File: src/design/rbm_pkg.sv
// Functional notes
// - reset taken after two oscillator periods high
// - strobes pulled high within 5 us
// - strobes start after 2^17+512 periods
// - access select ignored in programming modes
// - clock may come from external oscillator source
package rbm_pkg;
  // ==========================================
  // timing
  localparam int unsigned CLK_MHZ = 200;
  localparam int unsigned RST_MIN_PERIODS = 2;
  localparam int unsigned PULL_HIGH_MAX_US = 5;
  localparam int unsigned PULL_HIGH_MAX_CYC = PULL_HIGH_MAX_US * CLK_MHZ;
  localparam int unsigned START_DELAY_CYC = (1 << 17) + 512;
  // ==========================================
  // mode-select pin codes {prog_n, serial_sel}
  localparam logic [1:0] MODE_PIN_PARALLEL = 2'h0;
  localparam logic [1:0] MODE_PIN_SERIAL = 2'h1;
  // ==========================================
  // boot modes
  typedef enum logic [1:0] {
    RBM_USER = 2'b00,
    RBM_PARALLEL = 2'b01,
    RBM_SERIAL = 2'b10
  } rbm_mode_t;
  // sequencer states
  typedef enum logic [1:0] {
    RBM_RUN = 2'b00,
    RBM_HELD = 2'b01,
    RBM_WAIT = 2'b10
  } rbm_state_t;
  // status bundle
  typedef struct packed {
    rbm_mode_t mode;
    logic ext_access;
    logic running;
  } rbm_status_t;
endpackage : rbm_pkg

File: src/design/rbm_reset_and_boot_mode_entry.sv
`timescale 1ns/1ps
// ==========================================
// reset and boot mode entry sequencer
// watches the reset pin, holds the strobes pulled high while the part is in
// reset, latches the boot mode at release and waits the start interval
// before the strobe pads are driven again
module rbm_reset_and_boot_mode_entry
  import rbm_pkg::*;
#(
  parameter int unsigned START_DELAY = START_DELAY_CYC, // release-to-start cycles
  parameter int unsigned RST_MIN = RST_MIN_PERIODS // periods reset must be high
) (
  input wire logic clock, // oscillator-derived clock
  input wire logic rst, // async power-on reset
  input wire logic clk_en, // freezes all state when low
  input wire logic reset_pin, // reset pin level, active high
  input wire logic [1:0] mode_pins, // {prog_n, serial_sel}
  input wire logic external_access_select, // external access pin
  output logic program_store_strobe_oe_n, // low while strobe pad driven
  output logic addr_latch_strobe_oe_n, // low while strobe pad driven
  output logic pull_high, // internal pull-up on both strobes
  output logic core_reset, // core held in reset
  output rbm_status_t status // latched mode and run flag
);
  // ==========================================
  // elaboration checks
  // a count of zero would leave the sequencer with nothing to wait for
  if (RST_MIN < 1 || START_DELAY < 1) begin : g_bad_count
    $error("rbm: counts must be at least one");
  end

  // ==========================================
  // sizes
  // the one counter serves both the high-time and the start interval
  localparam int unsigned CNT_TOP = (START_DELAY > RST_MIN) ? START_DELAY : RST_MIN;
  // one spare bit keeps the compare free of wrap-around
  localparam int unsigned CW = $clog2(CNT_TOP + 1) + 1; // counter width
  // program-store strobe and address-latch strobe
  localparam int unsigned N_STROBE = 2; // strobe pads handled alike

  // ==========================================
  // decoding helpers
  // decode pins into boot mode
  function automatic rbm_mode_t decode_mode(input logic [1:0] p);
    case (p)
      MODE_PIN_PARALLEL: decode_mode = RBM_PARALLEL; // programming, parallel
      MODE_PIN_SERIAL: decode_mode = RBM_SERIAL; // programming, serial
      default: decode_mode = RBM_USER; // user application
    endcase
  endfunction : decode_mode

  // access select counts only in user mode
  function automatic logic access_for(input rbm_mode_t m, input logic pin);
    access_for = (m == RBM_USER) ? pin : 1'b0;
  endfunction : access_for

  // ==========================================
  // sequencer state
  rbm_state_t state_r, state_nxt; // sequencer state
  logic [CW-1:0] cnt_r, cnt_nxt; // high-time / wait counter
  logic latch_now; // release seen this cycle

  // next-state logic of the sequencer
  always_comb begin
    state_nxt = state_r;
    cnt_nxt = cnt_r;
    latch_now = 1'b0;
    case (state_r)
      RBM_RUN: begin
        // count high periods of the reset pin
        if (reset_pin) begin
          cnt_nxt = cnt_r + CW'(1);
          // enough high periods: take the reset
          if (cnt_r + CW'(1) >= CW'(RST_MIN)) begin
            state_nxt = RBM_HELD;
          end
        end else begin
          // a short pulse leaves no trace
          cnt_nxt = '0;
        end
      end
      RBM_HELD: begin
        // on release catch mode levels, they are stable from here
        if (!reset_pin) begin
          latch_now = 1'b1;
          cnt_nxt = '0;
          state_nxt = RBM_WAIT;
        end
      end
      RBM_WAIT: begin
        // counted interval, mode pins held by board
        if (reset_pin) begin
          // reset back before start: hold again
          cnt_nxt = '0;
          state_nxt = RBM_HELD;
        end else if (cnt_r >= CW'(START_DELAY - 1)) begin
          // interval used up: strobes may run
          cnt_nxt = '0;
          state_nxt = RBM_RUN;
        end else begin
          // keep counting
          cnt_nxt = cnt_r + CW'(1);
        end
      end
      default: begin
        // unknown code: fall back to the safe held state
        state_nxt = RBM_HELD;
        cnt_nxt = '0;
      end
    endcase
  end

  // sequencer registers; clock may come from crystal or external source
  always_ff @(posedge clock or posedge rst) begin
    if (rst) begin
      state_r <= RBM_HELD;
      cnt_r <= '0;
    end else if (clk_en) begin
      state_r <= state_nxt;
      cnt_r <= cnt_nxt;
    end
  end

  // ==========================================
  // boot mode latch
  rbm_mode_t mode_r, mode_nxt; // latched boot mode
  logic acc_r, acc_nxt; // latched access select

  // mode levels taken once, at release
  always_comb begin
    mode_nxt = mode_r;
    acc_nxt = acc_r;
    if (latch_now) begin
      mode_nxt = decode_mode(mode_pins);
      // programming modes ignore access select
      acc_nxt = access_for(decode_mode(mode_pins), external_access_select);
    end
  end

  // mode registers
  always_ff @(posedge clock or posedge rst) begin
    if (rst) begin
      mode_r <= RBM_USER;
      acc_r <= 1'b0;
    end else if (clk_en) begin
      mode_r <= mode_nxt;
      acc_r <= acc_nxt;
    end
  end

  // ==========================================
  // output flops
  logic pull_r, pull_nxt; // strobe pull-high
  logic core_r, core_nxt; // core reset
  logic [N_STROBE-1:0] oe_n_r, oe_n_nxt; // strobe pad enables, low = driven
  rbm_status_t status_r, status_nxt; // registered status bundle

  // outputs follow next state; pull high at the edge that takes reset
  always_comb begin
    pull_nxt = (state_nxt != RBM_RUN);
    core_nxt = (state_nxt != RBM_RUN);
    // pads stay undriven until the interval is over
    oe_n_nxt = {N_STROBE{state_nxt != RBM_RUN}};
    status_nxt = '{mode: mode_nxt, ext_access: acc_nxt, running: (state_nxt == RBM_RUN)};
  end

  // shared output registers
  always_ff @(posedge clock or posedge rst) begin
    if (rst) begin
      pull_r <= 1'b1;
      core_r <= 1'b1;
      status_r <= '{mode: RBM_USER, ext_access: 1'b0, running: 1'b0};
    end else if (clk_en) begin
      pull_r <= pull_nxt;
      core_r <= core_nxt;
      status_r <= status_nxt;
    end
  end

  // one enable flop per strobe pad
  for (genvar g = 0; g < N_STROBE; g++) begin : g_strobe
    // pad released in reset so the pull-up wins
    always_ff @(posedge clock or posedge rst) begin
      if (rst) begin
        oe_n_r[g] <= 1'b1;
      end else if (clk_en) begin
        oe_n_r[g] <= oe_n_nxt[g];
      end
    end
  end

  // ==========================================
  // outputs straight from flops
  assign program_store_strobe_oe_n = oe_n_r[0]; // pad 0
  assign addr_latch_strobe_oe_n = oe_n_r[1]; // pad 1
  assign pull_high = pull_r;
  assign core_reset = core_r;
  assign status = status_r;
endmodule : rbm_reset_and_boot_mode_entry

File: config.mk
export PLATFORM = sky130hd
export DESIGN_NAME = rbm_reset_and_boot_mode_entry
export DESIGN_NICKNAME = d
export VERILOG_FILES = /design/src/design/rbm_pkg.sv /design/src/design/rbm_reset_and_boot_mode_entry.sv
export SDC_FILE = /design/constraint.sdc
export NUM_CORES = 1
export LEC_CHECK = 0
export ABC_AREA = 0
export ABC_CLOCK_PERIOD_IN_PS = 3000
export BUFFER_PORTS_ARGS = -buffer_cell sky130_fd_sc_hd__buf_4
export CAP_MARGIN = 30
export CELL_PAD_IN_SITES_DETAIL_PLACEMENT = 1
export CELL_PAD_IN_SITES_GLOBAL_PLACEMENT = 1
export CORE_MARGIN = 2
export CORE_UTILIZATION = 35
export DETAILED_ROUTE_END_ITERATION = 8
export PLACE_DENSITY = 0.73
export SLEW_MARGIN = 20
export SYNTH_ARGS = -nofsm -noshare
export SYNTH_HDL_FRONTEND = slang
export SYNTH_SLANG_ARGS = --single-unit
File: constraint.sdc
create_clock -name clock -period 3 [get_ports clock]
set_input_delay 0.45 -clock clock [delete_from_list [all_inputs] [get_ports clock]]
set_output_delay 0.45 -clock clock [all_outputs]
set_load 0.02 [all_outputs]
==> flow_metrics.py, run 1 <==
metrics = {
    "clock_tree": {
        "cts_tree": "done",
        "cts_max_path_buffers": 2,
        "cts_buffers": 3,
        "cts_hold_buffers": 0,
        "cts_root_buf": "clkbuf_8",
        "postCtsSetupRepairBufs": 0,
        "cts_resized": 0,
        "clkTransAtPathRegs_ns": 0.10,
        "clock_sinks": 26,
        "htree_levels": 1,
        "clk_latency_ns": 0.29,
    },
    "drt": {
        "totalWireLength_um": 4953,
        "vias_per_cell": 5.835,
        "drtIter0Drc": 51,
        "wl_per_cell_um": 17.02,
        "drtPass1Iterations": 4,
        "antenna_left": 0,
        "drc": 0,
        "vias": 1698,
    },
    "logic_synthesis": {
        "ys_seq_area_frac": 0.3561,
        "synth.ff_latch_count": 26,
        "synth_cell_types": 55,
        "synth_area_sq_mm": 0.001834,
        "postSynth.asyncResetShare": 1.000,
        "ys_warn_count": 0,
        "synth_ff_type": "dfrtp_1",
        "synth_area_per_cell_sq_um": 8.453,
        "synth_edf_count": 0,
        "postSynthCellCount": 217,
        "syn_nets": 226,
    },
    "sta": {
        "fin_setup_tns_ns": 0,
        "rsz0062_at_grt": "no",
        "finalHoldViolations": 0,
        "layout_setup_ws_ns": 0.3760,
        "slew_headroom": 0.4728,
        "setup_violations": 0,
        "finalClockSkew_ns": 0.004964,
        "max_freq_mhz": 381.1,
        "period_share": 0.8747,
        "drv_slew": 0,
        "tightest_slew_ns": 0.7909,
        "finalCriticalPeriod_ns": 2.624,
    },
    "job": {
        "drv_cap": 0,
    },
    "place": {
        "place_hpwl_um": 3656,
        "pre_cts_slack_ns": 0.3718,
        "io_buffers": 14,
        "place_congestion": 0.8503,
    },
    "finish": {
        "post-route-util": 0.3999,
        "nNetsFinal": 231,
        "n_fill_cell": 639,
        "antenna_cells": 0,
        "layout_commonest_cell": "dfrtp_1",
        "layout-drive-gt1-share": 0.1493,
        "syn2layout_area_growth_pct": 10.64,
        "final_cell_mix": "dfrtp_1 (24), buf_4 (18), nand2_1 (15)",
    },
    "critical_path": {
        "arrival_ns": 2.84,
        "crit_fanout": 12,
        "critPathKind": "reg2reg",
        "crit_end": "cnt_r[18]",
        "reg2reg_depth": 6,
        "rrSetupSlack_ns": 0.38,
        "end_kind": "flip-flop",
        "rr_startpoint": "cnt_r[13]",
        "start_kind": "flip-flop",
        "crit_start": "cnt_r[13]",
        "reg2reg_to": "cnt_r[18]",
        "cp.required_ns": 3.22,
    },
    "global_route": {
        "grt.overflow.total": 0,
        "grt_start_max_net_pins": 16,
        "grt_first_pass_wirelength_um": 8383,
        "antenna_found_initial": 0,
        "globalRouteTotalUtil": 0.1777,
        "grt_pass1_vias": 1626,
    },
    "min_path": {
        "worstHoldPathType": "in2async",
    },
    "floorplanning": {
        "io_pins": 15,
        "core-area_sq_mm": 0.005075,
        "core.rowCount": 26,
        "dieHeight_um": 76.39,
        "chipWidth_um": 76.39,
        "die_area_sq_mm": 0.005835,
        "initial_core_util": 0.3614,
    },
    "power_and_ir_drop": {
        "peakVddDrop_mv": 0.3562,
        "p_leak_uw": 0.0008183,
        "pwr_density_cell_mw_per_mm2": 634.1,
        "finalPower_uw": 1287,
    },
    "outcome": {
        "outcome": "finished clean",
    },
}
-- worst min path at each step --
stage	start	cells past startpoint	to
floorplan	rst	1	cnt_r[0]
global placement	status[2]	1	status[2]
detailed placement	status[2]	1	status[2]
CTS	rst	2	cnt_r[17]
global route	rst	2	cnt_r[17]
finish	rst	2	cnt_r[17]
-- power breakdown --
part	internal (uW)	switching (uW)	total, uW
Sequential	413	74.3	487
Clock	179	131	310
Combinational	208	281	489
Total	800	486	1290
-- logic make-up (layout without fill, tap and decap cells) --
logic type      Yosys count  after routing  synth area share
xor+xnor                  5              5           0.02387
flops                    26             26            0.3561
mux                       2              2           0.01160
compound gates           64             64            0.2428
simple gates             85             85            0.2613
fa+ha+maj                 2              2           0.01364
buf+inv                  33             37           0.09072
-- layer usage --
metal  GRT usage  part of all wire  vias up
li1            -                 -      812
met5           0                 0        -
met2      0.2637              0.44       31
met3     0.02844             0.039       15
met4     0.07273             0.030        0
met1      0.2571              0.49      840
-- cell usage after synthesis, types with 3 or more instances --
cell,number,share of area
a211o_1,4,0.019
a21oi_1,9,0.025
a22o_1,5,0.024
a31oi_1,3,0.010
buf_2,7,0.019
buf_4,5,0.020
clkbuf_1,5,0.010
dfrtp_1,24,0.33
inv_1,13,0.027
nand2_1,15,0.031
nand3_1,12,0.033
nand4_1,7,0.024
nor2_1,11,0.023
nor2b_1,4,0.014
nor3_1,8,0.022
nor3b_1,3,0.012
nor4_1,5,0.017
o211ai_1,3,0.012
o21ai_0,11,0.030
o21ai_1,10,0.027
o22ai_1,3,0.010
or3_1,5,0.017
xnor2_1,4,0.019
-- state kept, by name, summed over array words and instances, names as in the netlist --
register	count
cnt_r	19
status	4
state_r	2
addr_latch_strobe_oe_n	1
-- critical path: stages, from the launching register on --
cell,delay (ns)
dfrtp_1,0.50
or4_4,0.56
o31a_1,0.30
o31ai_4,0.39
nand3_2,0.30
or3_1,0.42
o21ai_1,0.08
-- stage by stage --
| stage | hold WS, ns | instance area (sq um) | instances |
|---|---|---|---|
| 5_1_grt | 0.2650 | 2029 | 291 |
| 2_1_floorplan | 0.4872 | 1834 | 217 |
| 6_report | 0.2188 | 2029 | 291 |
| 3_5_place_dp | 0.4819 | 1958 | 287 |
| 3_3_place_gp | 0.4722 | 1943 | 286 |
| 4_1_cts | 0.2464 | 2029 | 291 |
-- area by class of cell --
class                   count  area, sq um  area share
repair buffers             19        150.1     0.07398
clock buffers               3        41.29     0.02035
multi-input cells         158         1015      0.5000
flip-flops and latches     26        653.1      0.3218
clock inverters             1        30.03     0.01480
inverters                  14        52.55     0.02589
well taps                  70        87.58     0.04316
Note: power is estimated with default switching activity, not from simulation.
==> run 2, diff against run 1 <==
- BUFFER_PORTS_ARGS: -buffer_cell sky130_fd_sc_hd__buf_4 -> default
- DONT_BUFFER_PORTS: default -> 1
- GPL_TIMING_DRIVEN: default -> 1
- PLACE_DENSITY: 0.73 -> 0.7
==> run 2 against run 1 <==
Clock-buffer cell count stayed put. Non-clock buffer count is 14 lower. Total power is 7.4% lower. Critical endpoint is now cnt_r[13].
==> flow_metrics.py, run 2 (synthesized netlist as in run 1, its figures left out) <==
metrics = {
    "outcome": {
        "outcome": "finished clean",
    },
    "drt": {
        "totalWireLength_um": 4731,
        "vias": 1592,
        "wl_per_cell_um": 17.08,
        "drtIter0Drc": 74,
        "drc": 0,
        "drtPass1Iterations": 4,
        "vias_per_cell": 5.747,
        "antenna_left": 0,
    },
    "floorplanning": {
        "initial_core_util": 0.3614,
        "core.rowCount": 26,
        "dieHeight_um": 76.39,
        "chipWidth_um": 76.39,
        "core-area_sq_mm": 0.005075,
        "die_area_sq_mm": 0.005835,
        "io_pins": 15,
    },
    "finish": {
        "layout-drive-gt1-share": 0.09179,
        "antenna_cells": 0,
        "largest_register_ffs": 19,
        "final_area_sq_mm": 0.001937,
        "syn2layout_area_growth_pct": 5.594,
        "finalNonFillerCells": 277,
        "nNetsFinal": 217,
        "max_flop_register": "cnt_r",
        "layout_commonest_cell": "dfrtp_1",
        "final_cell_mix": "dfrtp_1 (24), nand2_1 (15), inv_1 (13)",
    },
    "critical_path": {
        "arrival_ns": 2.82,
        "crit_slowest_cell": "or4_4",
        "rrSetupSlack_ns": 0.38,
        "cp.required_ns": 3.21,
        "reg2reg_depth": 6,
        "crit_fanout": 12,
        "crit_path_max_incr_delay_ns": 0.56,
        "reg2reg_to": "cnt_r[13]",
        "path_cells": "or4_4, o31a_1, o31ai_4, nand3_2, or3_1, o21ai_1",
        "rr_startpoint": "cnt_r[13]",
        "critPathKind": "reg2reg",
        "end_kind": "flip-flop",
        "start_kind": "flip-flop",
    },
    "clock_tree": {
        "cts_buffers": 3,
        "clkTransAtPathRegs_ns": 0.10,
        "cts_hold_buffers": 0,
        "cts_tree": "done",
        "cts_root_buf": "clkbuf_8",
        "cts_max_path_buffers": 2,
        "clock_sinks": 26,
        "clk_latency_ns": 0.28,
        "postCtsSetupRepairBufs": 0,
        "cts_resized": 0,
        "htree_levels": 1,
    },
    "global_route": {
        "grt_pass1_vias": 1609,
        "grt_start_max_net_pins": 16,
        "globalRouteTotalUtil": 0.1723,
        "grt_first_pass_wirelength_um": 8135,
        "grt.overflow.total": 0,
        "antenna_found_initial": 0,
    },
    "sta": {
        "rsz0062_at_grt": "no",
        "finalClockSkew_ns": 0.006884,
        "fin_setup_tns_ns": 0,
        "setup_violations": 0,
        "finalCriticalPeriod_ns": 2.617,
        "period_share": 0.8724,
        "slew_headroom": 0.5232,
        "layout_setup_ws_ns": 0.3828,
        "tightest_slew_ns": 0.7153,
        "finalHoldViolations": 0,
        "max_freq_mhz": 382.1,
        "drv_slew": 0,
    },
    "power_and_ir_drop": {
        "peakVddDrop_mv": 0.4220,
        "pwr_density_cell_mw_per_mm2": 615.0,
        "p_leak_uw": 0.0007554,
    },
    "place": {
        "place_congestion": 0.8877,
        "pre_cts_slack_ns": 0.3831,
        "place_hpwl_um": 3624,
        "postPlaceCellArea_sq_mm": 0.001866,
        "io_buffers": 0,
        "dp.cells": 273,
    },
    "job": {
        "drv_cap": 0,
    },
    "min_path": {
        "worstHoldPathType": "in2async",
    },
}
[run 2: worst max-delay path by stage]
stage / startpoint / cells after the start / end / slack (ns)
floorplan: cnt_r[13] / 8 / cnt_r[9] / 0.78
global placement: cnt_r[13] / 6 / cnt_r[13] / 0.48
detailed placement: cnt_r[13] / 6 / cnt_r[18] / 0.38
CTS: cnt_r[13] / 6 / cnt_r[13] / 0.37
global route: cnt_r[0] / 8 / status[0] / 0.12
finish: cnt_r[13] / 6 / cnt_r[13] / 0.38
[run 2: metrics by stage]
step	utilization	total power [uW]	hold slack (ns)
after CTS	0.3817	1210	0.1152
after global placement	0.3622	891.4	0.5308
after global routing	0.3817	1272	0.1280
after detailed placement	0.3676	905.0	0.4283
final	0.3817	1191	0.09465
after floorplan	-	828.4	0.4872
[run 2: where the power goes]
part / total, uW / internal, uW / switching (uW)
logic: 338 / 145 / 194
registers: 556 / 414 / 142
clock network: 297 / 179 / 118
total: 1190 / 737 / 454
[run 2: layer usage]
metal,part of all wire,track usage,vias up
li1,-,-,773
met1,0.49,0.2427,795
met2,0.48,0.2850,19
met3,0.023,0.02370,5
met4,0.0097,0.03273,0
met5,0,0,-
[run 2: layout make-up]
cell class                      count  area, sq um
Clock buffer                        3        41.29
Clock inverter                      1        30.03
Fill cell                         631         3138
Inverter                           14        52.55
Multi-Input combinational cell    158         1015
Sequential cell                    26        653.1
Tap cell                           70        87.58
Timing Repair Buffer                5        57.56
[run 2: critical path, delay by kind of cell, from the launching register on]
family | cells | cell delay [ns]
and+or+nand+nor | 3 | 1.30
DFF | 1 | 0.49
AOI/OAI and AO/OA | 3 | 0.77
==> run 3, diff against run 2 <==
- ABC_CLOCK_PERIOD_IN_PS: 3000 -> 2300
- GPL_ROUTABILITY_DRIVEN: default -> 0
- PLACE_DENSITY: 0.7 -> 0.72
- SLEW_MARGIN: 20 -> default
- clock period: 3 -> 2.3 ns (I/O delays scaled with it)
==> run 3 against run 2 <==
Wire length rose by 18%. Largest cell class unchanged. Sequential share of layout area shrank 4.7 points. Sequential cell count unchanged. Highest routed layer unchanged. Register-to-register slack lost 0.33 ns. Design area rose by 16%. Combinational power is 84% higher. Via count is 13% higher.
==> flow_metrics.py, run 3 (synthesized netlist as in run 1, its figures left out) <==
metrics = {
    "outcome": {
        "outcome": "finished clean",
    },
    "global_route": {
        "globalRouteTotalUtil": 0.1857,
        "grt_start_max_net_pins": 27,
        "grt_pass1_vias": 1730,
        "grt_first_pass_wirelength_um": 8811,
        "antenna_found_initial": 0,
        "grt.overflow.total": 0,
    },
    "critical_path": {
        "path_common_cell": "buf_4",
        "crit_fanout": 4,
        "crit_slowest_cell": "or4_4",
        "cp_top_family": "compound AO/OA/AOI/OAI gates",
        "start_kind": "flip-flop",
        "arrival_ns": 2.45,
        "path_cells": "or4_4, o31a_1, o31ai_4, nand3_2, buf_4, buf_4, o22ai_1",
        "critPathKind": "reg2reg",
        "cp.required_ns": 2.51,
        "path_buf_inv": 2,
        "crit_path_max_incr_delay_ns": 0.54,
        "end_kind": "flip-flop",
    },
    "job": {
        "drv_cap": 0,
    },
    "finish": {
        "post-route-util": 0.4433,
        "final_area_sq_mm": 0.002250,
        "layout_commonest_cell": "buf_4",
        "nNetsFinal": 251,
        "antenna_cells": 0,
        "layout-drive-gt1-share": 0.2614,
        "syn2layout_area_growth_pct": 22.65,
        "finalNonFillerCells": 311,
        "max_flop_register": "cnt_r",
        "final_cell_mix": "buf_4 (38), dfrtp_1 (24), o21ai_1 (15)",
        "largest_register_ffs": 19,
    },
    "power_and_ir_drop": {
        "p_leak_uw": 0.0009483,
        "peakVddDrop_mv": 0.5930,
        "swShare": 0.3825,
        "p_sw_uw": 659.8,
        "p_comb_frac": 0.361,
        "finalPower_uw": 1725,
        "p_seq_frac": 0.410,
        "pwr_density_cell_mw_per_mm2": 766.9,
        "p_clk_frac": 0.229,
        "p_int_uw": 1065,
    },
    "sta": {
        "tightest_slew_ns": 0.5091,
        "max_freq_mhz": 445.6,
        "layout_setup_ws_ns": 0.05560,
        "period_share": 0.9758,
        "finalCriticalPeriod_ns": 2.244,
        "rsz0062_at_grt": "yes",
        "finalHoldViolations": 0,
        "drv_slew": 0,
        "slew_headroom": 0.6580,
        "finalClockSkew_ns": 0.006610,
        "setup_violations": 0,
    },
    "clock_tree": {
        "cts_max_path_buffers": 2,
        "cts_hold_buffers": 0,
        "clkTransAtPathRegs_ns": 0.10,
        "cts_tree": "done",
        "htree_levels": 1,
        "clk_latency_ns": 0.28,
        "cts_root_buf": "clkbuf_8",
        "cts_buffers": 3,
        "clock_sinks": 26,
    },
    "drt": {
        "wl_per_cell_um": 17.92,
        "drc": 0,
        "antenna_left": 0,
        "vias": 1797,
        "totalWireLength_um": 5572,
        "vias_per_cell": 5.778,
        "drtPass1Iterations": 4,
        "drtIter0Drc": 120,
    },
    "place": {
        "postPlaceCellArea_sq_mm": 0.002048,
        "dp.cells": 300,
        "place_hpwl_um": 3888,
        "pre_cts_slack_ns": -0.1433,
        "io_buffers": 0,
    },
    "floorplanning": {
        "die_area_sq_mm": 0.005835,
        "core-area_sq_mm": 0.005075,
        "initial_core_util": 0.3614,
        "core.rowCount": 26,
        "io_pins": 15,
        "dieHeight_um": 76.39,
        "chipWidth_um": 76.39,
    },
    "min_path": {
        "worstHoldPathType": "in2async",
    },
}
run 3: metrics by stage:
stage	setup TNS, ns	hold slack [ns]
floorplan	0	0.3835
CTS	0	0.02185
global route	-0.2191	0.02377
global placement	-0.2738	0.3200
finish	0	0.003403
detailed placement	-0.3417	0.3308
run 3: area by class of cell:
| class | count | area (sq um) |
|---|---|---|
| Fill cell | 623 | 2825 |
| Multi-Input combinational cell | 158 | 1089 |
| Sequential cell | 26 | 653.1 |
| Timing Repair Buffer | 39 | 296.5 |
| Tap cell | 70 | 87.58 |
| Inverter | 14 | 52.55 |
| Clock buffer | 3 | 41.29 |
| Clock inverter | 1 | 30.03 |
run 3: final timing paths:
path | startpoint | endpoint | slack (ns) | depth (start not counted)
max in group asynchronous | rst | addr_latch_strobe_oe_n | 1.99 | 2
worst min register to register | cnt_r[12] | cnt_r[12] | 0.56 | 1
min in group clock | clk_en | state_r[1] | 0.18 | 1
worst max register to register | cnt_r[15] | cnt_r[1] | 0.06 | 7
worst max-delay path | cnt_r[15] | cnt_r[1] | 0.06 | 7
worst min-delay path | rst | status[1] | 0.003 | 2
run 3: timing repair:
item                                    4_1_cts  5_1_grt
endpoints found under the setup margin        9       15
pin swaps                                     1        3
gates resized for setup                       4       16
setup buffers                                 2        5
run 3: power by group through the flow:
stage,registers (uW),logic [uW],clock network (uW)
5_1_grt,717,690,424
2_1_floorplan,641,439,0
3_3_place_gp,704,526,0
4_1_cts,696,571,403
6_report,707,623,395
3_5_place_dp,704,537,0
run 3: per-layer routing:
metal	global-route usage	part of all wire
met3	0.01777	0.022
met1	0.2684	0.48
met5	0	0
met2	0.3000	0.48
met4	0.04545	0.014
